--- src/rtl/reset_cause_pkg.sv ---
package reset_cause_pkg;

    // ------------------------------------------------------------------
    // register indices (byte address = 4 * index)
    // ------------------------------------------------------------------
    localparam logic [7:0] IDX_PCLOW   = 8'h02;
    localparam logic [7:0] IDX_STATUS  = 8'h03;
    localparam logic [7:0] IDX_INTCTL  = 8'h0B;
    localparam logic [7:0] IDX_PIRQ    = 8'h0C;
    localparam logic [7:0] IDX_WDTCTL  = 8'h18;
    localparam logic [7:0] IDX_OPTION  = 8'h81;
    localparam logic [7:0] IDX_PINDIR  = 8'h85;
    localparam logic [7:0] IDX_PWRCTL  = 8'h8E;
    localparam logic [7:0] IDX_OSCCTL  = 8'h8F;
    localparam logic [7:0] IDX_T2PER   = 8'h92;
    localparam logic [7:0] IDX_CFGLO   = 8'hC0;
    localparam logic [7:0] IDX_CFGHI   = 8'hC1;

    // ------------------------------------------------------------------
    // field positions
    // ------------------------------------------------------------------
    localparam int ST_TIMEOUT  = 4;
    localparam int ST_SLEEPED  = 3;
    localparam int PC_ULPWAKE  = 5;
    localparam int PC_SWBOR    = 4;
    localparam int PC_PORFLAG  = 1;
    localparam int PC_BORFLAG  = 0;
    localparam int CF_BORMODE  = 8;
    localparam int CF_DMPROT   = 7;
    localparam int CF_CPROT    = 6;
    localparam int CF_PINEN    = 5;
    localparam int CF_PWRTDIS  = 4;
    localparam int CF_WDTEN    = 3;
    localparam int CF_OSCSEL   = 0;
    localparam int IC_GLOBEN   = 7;
    localparam int OC_COND     = 3;

    // ------------------------------------------------------------------
    // reset values and masks
    // ------------------------------------------------------------------
    localparam logic [7:0] STATUS_POR_HI = 8'h18;  // 0001 1xxx, low bits kept
    localparam logic [7:0] PWRCTL_IMPL   = 8'h33;
    localparam logic [7:0] ONES8         = 8'hFF;
    localparam logic [7:0] PINDIR_RST    = 8'h3F;
    localparam logic [7:0] WDTCTL_RST    = 8'h08;
    localparam logic [7:0] WDTCTL_MASK   = 8'h1F;
    localparam logic [7:0] OSCCTL_RST    = 8'h60;
    localparam logic [7:0] OSCCTL_MASK   = 8'h7F;
    localparam logic [7:0] PINDIR_MASK   = 8'h3F;
    localparam logic [7:0] IRQ_VECTOR    = 8'h04;
    localparam logic [9:0] CFG_RST       = 10'h3FF;

    // brown-out modes
    localparam logic [1:0] BOR_OFF  = 2'h0;
    localparam logic [1:0] BOR_SW   = 2'h1;
    localparam logic [1:0] BOR_RUN  = 2'h2;

    typedef enum logic [1:0] {
        PS_RUN   = 2'b01,
        PS_SLEEP = 2'b10
    } pwr_state_t;

    // decoded event of one cycle
    typedef struct packed {
        logic por;
        logic bor;
        logic wdtReset;
        logic wdtWake;
        logic pinRun;
        logic pinSleep;
        logic irqWake;
    } cause_t;

endpackage

--- src/rtl/reset_cause_and_register_init.sv ---
// The Wishbone interface to the registers was chosen for this implementation.
`timescale 1ns/1ps

module reset_cause_and_register_init
    import reset_cause_pkg::*;
(
    input  wire logic        sys_clk,        // 250 MHz core clock
    input  wire logic        srst,           // synchronous reset, high
    input  wire logic        wb_cyc_i,       // wishbone cycle
    input  wire logic        wb_stb_i,       // wishbone strobe
    input  wire logic        wb_we_i,        // wishbone write
    input  wire logic [11:0] wb_adr_i,       // wishbone byte address
    input  wire logic [3:0]  wb_sel_i,       // wishbone byte enables
    input  wire logic [31:0] wb_dat_i,       // wishbone write data
    output logic      [31:0] wb_dat_o,       // wishbone read data
    output logic             wb_ack_o,       // wishbone acknowledge
    input  wire logic        porPulse,       // power-on detector pulse
    input  wire logic        supplyCollapse, // supply fell far, pulse
    input  wire logic        borPulse,       // brown-out detector pulse
    input  wire logic        wdtTimeout,     // watchdog expiry pulse
    input  wire logic        extResetPin_n,  // reset pin, async, low
    input  wire logic        sleepCmd,       // sleep instruction pulse
    input  wire logic [7:0]  wakeIntBits,    // control flags causing wake
    input  wire logic [7:0]  wakePirBits,    // peripheral flags causing wake
    output logic             coreReset,      // one-cycle reset to core
    output logic             sleeping,       // device asleep
    output logic      [7:0]  pcLow           // program counter low byte
);

    // ------------------------------------------------------------------
    // pin synchroniser and edge detect
    // ------------------------------------------------------------------
    logic       pinMeta_q, pinSync_q, pinLast_q;
    logic       pinMeta_d, pinSync_d, pinLast_d;
    logic       pinFall;

    // two stages before anything looks at the pin
    always_comb begin
        pinMeta_d = extResetPin_n;
        pinSync_d = pinMeta_q;
        pinLast_d = pinSync_q;
    end

    always_ff @(posedge sys_clk) begin
        if (srst) begin
            pinMeta_q <= 1'b1;
            pinSync_q <= 1'b1;
            pinLast_q <= 1'b1;
        end else begin
            pinMeta_q <= pinMeta_d;
            pinSync_q <= pinSync_d;
            pinLast_q <= pinLast_d;
        end
    end

    assign pinFall = pinLast_q & ~pinSync_q;

    // ------------------------------------------------------------------
    // state
    // ------------------------------------------------------------------
    pwr_state_t  pst_q, pst_d;
    logic [7:0]  status_q, status_d;
    logic [7:0]  pwrCtl_q, pwrCtl_d;
    logic [7:0]  pcLow_q, pcLow_d;
    logic [7:0]  intctl_q, intctl_d;
    logic [7:0]  pirq_q, pirq_d;
    logic [7:0]  wdtctl_q, wdtctl_d;
    logic [7:0]  option_q, option_d;
    logic [7:0]  pindir_q, pindir_d;
    logic [7:0]  oscctl_q, oscctl_d;
    logic [7:0]  t2per_q, t2per_d;
    logic [9:0]  cfg_q, cfg_d;
    logic        ack_q, ack_d;
    logic [31:0] rdat_q, rdat_d;
    logic        rst_q, rst_d;
    cause_t      cause;
    logic        asleep, borAllowed, anyReset, anyWake;
    logic        wbReq, wbWr;
    logic [7:0]  idx, wbyte, rbyte;

    assign asleep = (pst_q == PS_SLEEP);

    // ------------------------------------------------------------------
    // cause decode
    // ------------------------------------------------------------------
    // brown-out gating follows the configured mode
    always_comb begin
        case (cfg_q[CF_BORMODE +: 2])
            BOR_OFF: borAllowed = 1'b0;
            BOR_SW:  borAllowed = pwrCtl_q[PC_SWBOR];
            BOR_RUN: borAllowed = ~asleep;
            default: borAllowed = 1'b1;
        endcase
    end

    // strict priority so only one cause is ever recorded per cycle
    always_comb begin
        cause          = '0;
        cause.por      = porPulse | supplyCollapse;
        cause.bor      = ~cause.por & borPulse & borAllowed;
        cause.wdtReset = ~cause.por & ~cause.bor & wdtTimeout
                         & cfg_q[CF_WDTEN] & ~asleep;
        cause.wdtWake  = ~cause.por & ~cause.bor & wdtTimeout
                         & cfg_q[CF_WDTEN] & asleep;
        cause.pinRun   = ~cause.por & ~cause.bor & ~cause.wdtReset & ~cause.wdtWake
                         & pinFall & cfg_q[CF_PINEN] & ~asleep;
        cause.pinSleep = ~cause.por & ~cause.bor & ~cause.wdtWake
                         & pinFall & cfg_q[CF_PINEN] & asleep;
        cause.irqWake  = asleep & ~cause.por & ~cause.bor & ~cause.wdtWake
                         & ~cause.pinSleep & (|{wakeIntBits, wakePirBits});
    end

    assign anyReset = cause.por | cause.bor | cause.wdtReset | cause.pinRun | cause.pinSleep;
    assign anyWake  = cause.wdtWake | cause.irqWake;

    // ------------------------------------------------------------------
    // bus decode
    // ------------------------------------------------------------------
    assign wbReq = wb_cyc_i & wb_stb_i & ~ack_q;
    assign wbWr  = wbReq & wb_we_i & wb_sel_i[0];
    assign idx   = wb_adr_i[9:2];
    assign wbyte = wb_dat_i[7:0];

    // read mux; unmapped and unimplemented bits read zero
    always_comb begin
        case (idx)
            IDX_PCLOW:  rbyte = pcLow_q;
            IDX_STATUS: rbyte = status_q;
            IDX_INTCTL: rbyte = intctl_q;
            IDX_PIRQ:   rbyte = pirq_q;
            IDX_WDTCTL: rbyte = wdtctl_q & WDTCTL_MASK;
            IDX_OPTION: rbyte = option_q;
            IDX_PINDIR: rbyte = pindir_q & PINDIR_MASK;
            IDX_PWRCTL: rbyte = pwrCtl_q & PWRCTL_IMPL;
            IDX_OSCCTL: rbyte = oscctl_q & OSCCTL_MASK;
            IDX_T2PER:  rbyte = t2per_q;
            IDX_CFGLO:  rbyte = cfg_q[7:0];
            IDX_CFGHI:  rbyte = {6'h00, cfg_q[9:8]};
            default:    rbyte = 8'h00;
        endcase
    end

    // ------------------------------------------------------------------
    // next state: software first, hardware events override (set wins)
    // ------------------------------------------------------------------
    always_comb begin
        pst_d    = pst_q;
        status_d = status_q;
        pwrCtl_d = pwrCtl_q;
        pcLow_d  = pcLow_q;
        intctl_d = intctl_q;
        pirq_d   = pirq_q;
        wdtctl_d = wdtctl_q;
        option_d = option_q;
        pindir_d = pindir_q;
        oscctl_d = oscctl_q;
        t2per_d  = t2per_q;
        cfg_d    = cfg_q;
        ack_d    = wbReq;
        rdat_d   = wbReq ? {24'h000000, rbyte} : 32'h00000000;
        rst_d    = anyReset;

        if (wbWr) begin
            case (idx)
                IDX_PCLOW:  pcLow_d = wbyte;
                // flags at 4 and 3 are read only from software
                IDX_STATUS: status_d = {wbyte[7:5], status_q[4:3], wbyte[2:0]};
                IDX_INTCTL: intctl_d = wbyte;
                IDX_PIRQ:   pirq_d = wbyte;
                IDX_WDTCTL: wdtctl_d = wbyte & WDTCTL_MASK;
                IDX_OPTION: option_d = wbyte;
                IDX_PINDIR: pindir_d = wbyte & PINDIR_MASK;
                IDX_PWRCTL: pwrCtl_d = wbyte & PWRCTL_IMPL;
                IDX_OSCCTL: oscctl_d = wbyte & OSCCTL_MASK;
                IDX_T2PER:  t2per_d = wbyte;
                IDX_CFGLO:  cfg_d = {cfg_q[9:8], wbyte};
                IDX_CFGHI:  cfg_d = {wbyte[1:0], cfg_q[7:0]};
                default:    ;
            endcase
        end

        // sleep entry marks time-out set and sleep flag clear
        if (sleepCmd && !asleep && !anyReset) begin
            pst_d                = PS_SLEEP;
            status_d[ST_TIMEOUT] = 1'b1;
            status_d[ST_SLEEPED] = 1'b0;
        end

        if (anyReset) begin
            pst_d    = PS_RUN;
            pcLow_d  = 8'h00;
            intctl_d = 8'h00;
            pirq_d   = 8'h00;
            t2per_d  = ONES8;
            option_d = ONES8;
            pindir_d = PINDIR_RST;
            wdtctl_d = WDTCTL_RST;
            // condition bit left as it was
            oscctl_d = OSCCTL_RST | (oscctl_q & (8'h01 << OC_COND));
            pwrCtl_d[PC_ULPWAKE] = 1'b0;
            status_d[7:5]      = 3'b000;
        end

        // cause flag updates; only one cause is active at a time
        if (cause.por) begin
            status_d           = STATUS_POR_HI | (status_q & 8'h07);
            pwrCtl_d[PC_SWBOR]   = 1'b1;
            pwrCtl_d[PC_PORFLAG] = 1'b0;
        end
        if (cause.bor) begin
            pwrCtl_d[PC_BORFLAG] = 1'b0;
            status_d[ST_TIMEOUT] = 1'b1;
            status_d[ST_SLEEPED] = 1'b1;
        end
        if (cause.wdtReset) begin
            status_d[ST_TIMEOUT] = 1'b0;
        end
        if (cause.pinSleep) begin
            status_d[ST_TIMEOUT] = 1'b1;
            status_d[ST_SLEEPED] = 1'b0;
        end
        // pin reset while running touches no cause flag

        if (anyWake) begin
            pst_d    = PS_RUN;
            t2per_d  = ONES8;
            intctl_d = intctl_d | wakeIntBits;
            pirq_d   = pirq_d | wakePirBits;
            // vector only when global enable already set on waking
            if (cause.irqWake && intctl_q[IC_GLOBEN]) begin
                pcLow_d = IRQ_VECTOR;
            end else begin
                pcLow_d = pcLow_q + 8'h01;
            end
        end
        if (cause.wdtWake) begin
            status_d[ST_TIMEOUT] = 1'b0;
            status_d[ST_SLEEPED] = 1'b0;
        end
        if (cause.irqWake) begin
            status_d[ST_TIMEOUT] = 1'b1;
            status_d[ST_SLEEPED] = 1'b0;
        end
    end

    // ------------------------------------------------------------------
    // registers
    // ------------------------------------------------------------------
    // srst stands in for a full power-on with undefined bits as zero
    always_ff @(posedge sys_clk) begin
        if (srst) begin
            pst_q    <= PS_RUN;
            status_q <= STATUS_POR_HI;
            pwrCtl_q <= 8'h01 << PC_SWBOR;
            pcLow_q  <= 8'h00;
            intctl_q <= 8'h00;
            pirq_q   <= 8'h00;
            wdtctl_q <= WDTCTL_RST;
            option_q <= ONES8;
            pindir_q <= PINDIR_RST;
            oscctl_q <= OSCCTL_RST;
            t2per_q  <= ONES8;
            cfg_q    <= CFG_RST;
            ack_q    <= 1'b0;
            rdat_q   <= 32'h00000000;
            rst_q    <= 1'b0;
        end else begin
            pst_q    <= pst_d;
            status_q <= status_d;
            pwrCtl_q <= pwrCtl_d;
            pcLow_q  <= pcLow_d;
            intctl_q <= intctl_d;
            pirq_q   <= pirq_d;
            wdtctl_q <= wdtctl_d;
            option_q <= option_d;
            pindir_q <= pindir_d;
            oscctl_q <= oscctl_d;
            t2per_q  <= t2per_d;
            cfg_q    <= cfg_d;
            ack_q    <= ack_d;
            rdat_q   <= rdat_d;
            rst_q    <= rst_d;
        end
    end

    assign wb_ack_o  = ack_q;
    assign wb_dat_o  = rdat_q;
    assign coreReset = rst_q;
    assign sleeping  = pst_q[1];
    assign pcLow     = pcLow_q;
endmodule

--- config.mk ---
export PLATFORM = sky130hd
export DESIGN_NAME = reset_cause_and_register_init
export DESIGN_NICKNAME = d
export VERILOG_FILES = /design/src/rtl/reset_cause_pkg.sv /design/src/rtl/reset_cause_and_register_init.sv
export SDC_FILE = /design/constraint.sdc
export NUM_CORES = 1
export LEC_CHECK = 0
export BUFFER_PORTS_ARGS = -buffer_cell sky130_fd_sc_hd__clkbuf_2
export CORE_MARGIN = 10
export CORE_UTILIZATION = 54
export CTS_CLUSTER_DIAMETER = 50
export DETAILED_ROUTE_END_ITERATION = 10
export PLACE_DENSITY = 0.81
export SLEW_MARGIN = 30
export SYNTH_ARGS = -nofsm -noshare
export SYNTH_HDL_FRONTEND = slang
export SYNTH_SLANG_ARGS = --single-unit
--- constraint.sdc ---
create_clock -name sys_clk -period 2.32 [get_ports sys_clk]
set_input_delay 0.232 -clock sys_clk [delete_from_list [all_inputs] [get_ports sys_clk]]
set_output_delay 0.232 -clock sys_clk [all_outputs]
set_load 0.03 [all_outputs]
==> out/metrics.yaml, run 1 <==
p_comb_frac: 0.095
hpwl_um: 11290
critPathMaxFanout: 17
n_antenna_cell: 0
worst_pin_slew_ns: 0.6966
p_leak_nw: 2.186
cp_data_required_time_ns: 2.59
die_x_um: 115.3
cts_max_level: 3
grt_max_degree: 25
start_util: 0.5593
viasPerCell: 6.266
drv_cap: 0
place_inst: 739
synth_edf_count: 0
grt_pass1_vias: 4395
synth_area_sq_um: 4901
grt_overflow: 0
antenna_left: 0
drt-total-wl_um: 14800
worst-path-buf-inv: 1
ir_drop_uv: 345.9
holdWs_ns: 0.03466
netlist_instances: 570
yosysWarnings: 0
hold_buffers: 0
std_cell_rows: 34
firstDrtPassIters: 6
cp.arrival_ns: 2.33
port_buffers: 62
post-cts-setup-buffers: 0
layout-drive-gt1-share: 0.2025
outcome: "completed"
antenna_found_initial: 0
end_kind: "flop"
finalClockSkew_ns: 0.01177
grt_use_met1: 0.2882
cp-start-kind: "flop"
num_io_pins: 118
met3_usage: 0.05417
syn_avg_cell_area_sq_um: 8.598
fin_ws_ns: 0.2514
postPlaceCellArea_sq_um: 5388
hold_violations: 0
finalInstanceArea_sq_um: 5592
final_cell_count_no_fill: 755
place_ws_ns: 0.1293
final_cell_mix: "dfxtp_1, nand2_1, clkbuf_2"
switching_power_w: 0.0008366
period_share: 0.8917
cts_tree: "built"
rsz0062_at_grt: "no"
clkTransAtPathRegs_ns: 0.10
met2_usage: 0.3397
via_count: 4731
mostFrequentLayoutCell: "dfxtp_1"
ctsResizeCount: 0
p_int_w: 0.002224
sequentialPowerShare: 0.536
grt_busiest_layer: "met2"
hp-class: "in2reg"
crit_type: "reg2reg"
maxSlewViolCount: 0
final_nets: 718
swShare: 0.2733
area_growth_pct: 14.09
nFillCells: 744
cpLargestDelayFamily: "simple AND/OR/NAND/NOR gates"
grt_usage: 0.2201
fmaxAchievable_ghz: 0.4834
numCtsBuffers: 9
grt_pass1_wl_um: 23540
finalSetupViolCount: 0
clock_tree.root_cell: "clkbuf_8"
clock_latency_ns: 0.37
die_h_um: 115.3
cp_slowest_cell: "and3_1"
setup_tns_ns: 0
drt_iter0_drc: 442
wl_per_cell_um: 19.61
worstPathCellList: "nand3b_1 -> nor2_2 -> buf_4 -> and3_1 -> mux2i_1 -> nand2_1"
clock_path_buffers: 2
seq_area_frac_synth: 0.3881
async_flop_share: 0
gp_routability_congestion: 0.9491
clkSinkCount: 95
critPathMaxStageDelay_ns: 0.56
clock_power_share: 0.369
fin_crit_ns: 2.069
relSlewSlack: 0.5325
ys_ff_latch: 95
pwr_density_cell_nw_per_um2: 547.4
synth_cell_types: 66
drc: 0
ys.flop_type: "dfxtp_1"
core_area_sq_um: 8763
die_area_sq_um: 13290
[cell usage after synthesis, drive strengths merged, types with 4 or more instances]
| library cell | count | area, sq um |
|---|---|---|
| o31ai | 4 | 35.03 |
| nor3b | 6 | 50.05 |
| a21oi | 24 | 120.1 |
| buf | 33 | 221.5 |
| nor3 | 14 | 102.6 |
| a211o | 11 | 96.34 |
| inv | 8 | 30.03 |
| dfxtp | 95 | 1902 |
| or3 | 4 | 25.02 |
| nor2 | 52 | 197.7 |
| nand2 | 64 | 242.7 |
| nor2b | 15 | 93.84 |
| nor4 | 9 | 92.59 |
| mux2i | 48 | 480.5 |
| and3 | 8 | 50.05 |
| o211ai | 6 | 45.04 |
| and2 | 4 | 25.02 |
| a221oi | 6 | 52.55 |
| a31oi | 8 | 50.05 |
| a2bb2oi | 6 | 52.55 |
| o22ai | 4 | 25.02 |
| or2 | 4 | 25.02 |
| nand3 | 39 | 195.2 |
| o21ai | 9 | 45.04 |
| clkbuf | 25 | 93.84 |
| a22oi | 13 | 97.59 |
| o2bb2ai | 8 | 70.07 |
[power by group through the flow]
stage	Clock [W]	Combinational (W)	Sequential, W
3_3_place_gp	0	0.000279	0.00168
5_1_grt	0.00122	0.000310	0.00164
4_1_cts	0.00115	0.000284	0.00164
3_5_place_dp	0	0.000283	0.00168
6_report	0.00113	0.000292	0.00164
2_1_floorplan	0	0.000197	0.00168
[cell type report]
| type | count | area, sq um | share of cell area |
|---|---|---|---|
| tap | 108 | 135.1 | 0.02417 |
| inverter | 8 | 30.03 | 0.005370 |
| clock buffer | 9 | 123.9 | 0.02215 |
| multi-input combinational | 432 | 2743 | 0.4905 |
| clock inverter | 7 | 80.08 | 0.01432 |
| timing repair buffer | 96 | 578.1 | 0.1034 |
| sequential | 95 | 1902 | 0.3401 |
[cells by family (layout without fill, tap and decap cells)]
| group | Yosys count | count (layout) | share of synthesized area |
|---|---|---|---|
| and+or+nand+nor | 232 | 232 | 0.2489 |
| AOI/OAI and AO/OA | 124 | 124 | 0.1853 |
| DFF | 95 | 95 | 0.3881 |
| buffers and inverters | 66 | 120 | 0.07046 |
| muxes | 49 | 49 | 0.1003 |
| xor gates and xnor gates | 2 | 2 | 0.003575 |
| adders and majority gates | 1 | 1 | 0.002553 |
| other | 1 | 24 | 0.0007652 |
[layer usage]
layer / vias to the layer above / wire length (um)
met5: - / 0
met4: 0 / 379
met3: 34 / 1632
met2: 322 / 6822
met1: 2201 / 5967
li1: 2174 / -
[sequential cells by signal, indices dropped and copies added, names as in the netlist, 6 cells and up]
signal,cells
cfg_q,10
intctl_q,8
option_q,8
oscctl_q,7
pcLow,8
pindir_q,6
pirq_q,8
status_q,8
t2per_q,8
wb_dat_o,8
[path summary, 6_finish.rpt]
path                            slack [ns]                        to  depth (start not counted)                 start
worst max-delay path                  0.25  option_q[1]$_SDFFE_PP1P_                          6   wb_ack_o$_SDFF_PP0_
worst min-delay path                  0.03      pinMeta_q$_SDFF_PP1_                          2         extResetPin_n
worst max register to register        0.25  option_q[1]$_SDFFE_PP1P_                          6   wb_ack_o$_SDFF_PP0_
worst min register to register        0.42      pinLast_d$_SDFF_PP1_                          1  pinMeta_q$_SDFF_PP1_
[per-stage QoR]
| step | total power [W] | util |
|---|---|---|
| after floorplan | 0.001881 | - |
| after global placement | 0.001957 | 0.6148 |
| after detailed placement | 0.001960 | 0.6148 |
| after CTS | 0.003069 | 0.6381 |
| after global routing | 0.003166 | 0.6381 |
| final | 0.003061 | 0.6381 |
No activity file was read; power rests on OpenSTA's default activity.
==> inputs of run 2 (changes only) <==
--- a/config.mk
+++ b/config.mk
@@ -5,12 +5,14 @@
 export SDC_FILE = /design/constraint.sdc
 export NUM_CORES = 1
 export LEC_CHECK = 0
-export BUFFER_PORTS_ARGS = -buffer_cell sky130_fd_sc_hd__clkbuf_2
+export CELL_PAD_IN_SITES_DETAIL_PLACEMENT = 0
+export CELL_PAD_IN_SITES_GLOBAL_PLACEMENT = 1
 export CORE_MARGIN = 10
-export CORE_UTILIZATION = 54
+export CORE_UTILIZATION = 47
 export CTS_CLUSTER_DIAMETER = 50
 export DETAILED_ROUTE_END_ITERATION = 10
-export PLACE_DENSITY = 0.81
+export DONT_BUFFER_PORTS = 1
+export PLACE_DENSITY = 0.8
 export SLEW_MARGIN = 30
 export SYNTH_ARGS = -nofsm -noshare
 export SYNTH_HDL_FRONTEND = slang
==> run 2 against run 1 <==
  * Final cell count down 1.7%
  * Total power down 2.7%
  * Maximum frequency up 0.26%
  * Design area down 0.94%
  * Sequential share of layout area up 0.32 points
  * Clock-buffer cell count up 1
  * Register-to-register slack about the same
  * Core utilization down 9.7 points
  * Clock power about the same
  * Worst setup slack better by 0.0053 ns
  * Clock skew about the same
  * First-iteration DRC count down 16%
  * Critical endpoint is now pcLow[1]$_SDFFE_PP0P_
==> out/metrics.yaml, run 2 (synthesis gave the netlist of run 1 again) <==
drt_iter0_drc: 370  # -16%
die_x_um: 122.1  # +5.9%
grt_max_degree: 37  # +48%
relSlewSlack: 0.5959  # +0.06344
clkTransAtPathRegs_ns: 0.10  # about the same
clock_tree.root_cell: "clkbuf_8"
pwr_density_cell_nw_per_um2: 537.8  # -1.8%
wl_per_cell_um: 21.90  # +12%
worst-path-buf-inv: 2  # +1
numCtsBuffers: 9  # unchanged
drt-total-wl_um: 16250  # +9.8%
place_inst: 705  # -4.6%
grt_overflow: 0  # unchanged
core_area_sq_um: 10230  # +17%
viasPerCell: 6.071  # -3.1%
rr_startpoint: "pwrCtl_q[4]$_SDFFE_PP1P_"
p_leak_nw: 2.026  # -7.3%
mostFrequentLayoutCell: "dfxtp_1"
final_nets: 678  # -5.6%
grt_usage: 0.2169  # -0.003212
place_ws_ns: 0.2017  # +0.07240 ns
cp.arrival_ns: 2.34  # about the same
cts_tree: "built"
reg2reg_depth: 7  # +1
ir_drop_uv: 330.0  # -4.6%
gp_routability_congestion: 0.8872  # -6.5%
cp_slowest_cell: "o31ai_1"
cp-start-kind: "flop"
finalClockSkew_ns: 0.01185  # +0.00008690 ns
post-cts-setup-buffers: 0  # unchanged
cp_data_required_time_ns: 2.60  # about the same
via_count: 4505  # -4.8%
fmaxAchievable_ghz: 0.4847  # +0.26%
holdWs_ns: 0.007461  # -0.02720 ns
crit_type: "reg2reg"
finalSetupViolCount: 0  # unchanged
fin_util: 0.5414  # -0.09667
cp-startpoint: "pwrCtl_q[4]$_SDFFE_PP1P_"
critPathMaxFanout: 4  # -13
worst_pin_slew_ns: 0.6010  # -0.09563 ns
period_share: 0.8894  # -0.002302
hpwl_um: 11430  # +1.3%
critPathMaxStageDelay_ns: 0.50  # -0.06 ns
cts_max_level: 3  # unchanged
cp.depth: 7  # +1
firstDrtPassIters: 5  # -1
start_util: 0.4790  # -0.08023
rsz0062_at_grt: "no"
clock_latency_ns: 0.37  # about the same
worstPathCellList: "a21oi_1 -> o31ai_2 -> buf_4 -> o31ai_1 -> buf_4 -> nand2_1 -> a211oi_1"
largest_reg_flops: 10  # unchanged
layout-drive-gt1-share: 0.1139  # -0.08861
fin_crit_ns: 2.063  # -0.005340 ns
grt_pass1_wl_um: 25470  # +8.2%
final_cell_mix: "dfxtp_1, nand2_1, nor2_1"
n_antenna_cell: 0  # unchanged
clkSinkCount: 95  # unchanged
hp-class: "in2reg"
drc: 0  # unchanged
die_h_um: 122.1  # +5.9%
r2r_slack_ns: 0.26  # about the same
maxSlewViolCount: 0  # unchanged
fin_ws_ns: 0.2567  # +0.005340 ns
area_growth_pct: 13.02
setup_tns_ns: 0  # unchanged
die_area_sq_um: 14910  # +12%
hold_violations: 0  # unchanged
regMostFlops: "cfg_q"
critPathMostFrequentCell: "buf_4"
r2r-end: "pcLow[1]$_SDFFE_PP0P_"
antenna_found_initial: 0  # unchanged
grt_pass1_vias: 4379  # -0.36%
clock_path_buffers: 2  # unchanged
endpoint: "pcLow[1]$_SDFFE_PP0P_"
cpLargestDelayFamily: "compound AO/OA/AOI/OAI gates"
std_cell_rows: 37  # +8.8%
outcome: "completed"
drv_cap: 0  # unchanged
final_cell_count_no_fill: 742  # -1.7%
port_buffers: 0  # -100%
end_kind: "flop"
num_io_pins: 118  # unchanged
antenna_left: 0  # unchanged
run 2: changes by cell type in the layout (fill, tap and decap cells not counted), sizes merged:
cell	before	now
clkbuf	71	10
dlygate4sd3	0	21
clkinv	0	2
clkinvlp	4	2
inv	10	8
buf	34	35
run 2: cell type report:
cell class                 instances  area, sq um
fill                             969         4692
clock buffer                      10        137.6
clock inverter                     5        58.81
tap                              136        170.2
multi-input combinational        432         2743
inverter                           8        30.03
sequential                        95         1902
timing repair buffer              56        498.0
run 2: power breakdown:
part	internal, W	switching, W	leakage (nW)	total, W
Clock	0.000522	0.000591	0.0944	0.00111
Sequential	0.00164	0.00000758	0.768	0.00164
Combinational	0.0000759	0.000147	1.16	0.000223
run 2: through the flow:
step	area, sq um	total power (W)
floorplan	4987	0.001881
global placement	5112	0.001845
detailed placement	5112	0.001847
CTS	5539	0.002985
global route	5539	0.003067
finish	5539	0.002979
run 2: how the worst min path moves through the flow:
stage / endpoint / startpoint / slack (ns) / cells after the start
after floorplan: pwrCtl_q[1]$_SDFFE_PP0P_ / supplyCollapse / 0.31 / 1
after global placement: pwrCtl_q[1]$_SDFFE_PP0P_ / supplyCollapse / 0.31 / 1
after detailed placement: pcLow[6]$_SDFFE_PP0P_ / srst / 0.31 / 1
after CTS: pwrCtl_q[4]$_SDFFE_PP1P_ / supplyCollapse / 0.003 / 2
after global routing: oscctl_q[4]$_SDFFE_PP0P_ / wb_dat_i[4] / 0.005 / 2
final: intctl_q[3]$_SDFF_PP0_ / wakeIntBits[3] / 0.007 / 2
run 2: metal layers:
metal	vias to the layer above	global-route usage	part of all wire	routed length, um
li1	2095	-	-	-
met5	-	0	0	0
met1	2148	0.2841	0.42	6779
met3	30	0.04394	0.096	1567
met2	232	0.3469	0.46	7482
met4	0	0.07658	0.026	421
run 2: repair_timing:
action / 4_1_cts / 5_1_grt
hold buffers: 22 / 0
gates resized for setup: 0 / 0
endpoints found under the hold margin: 52 / 0
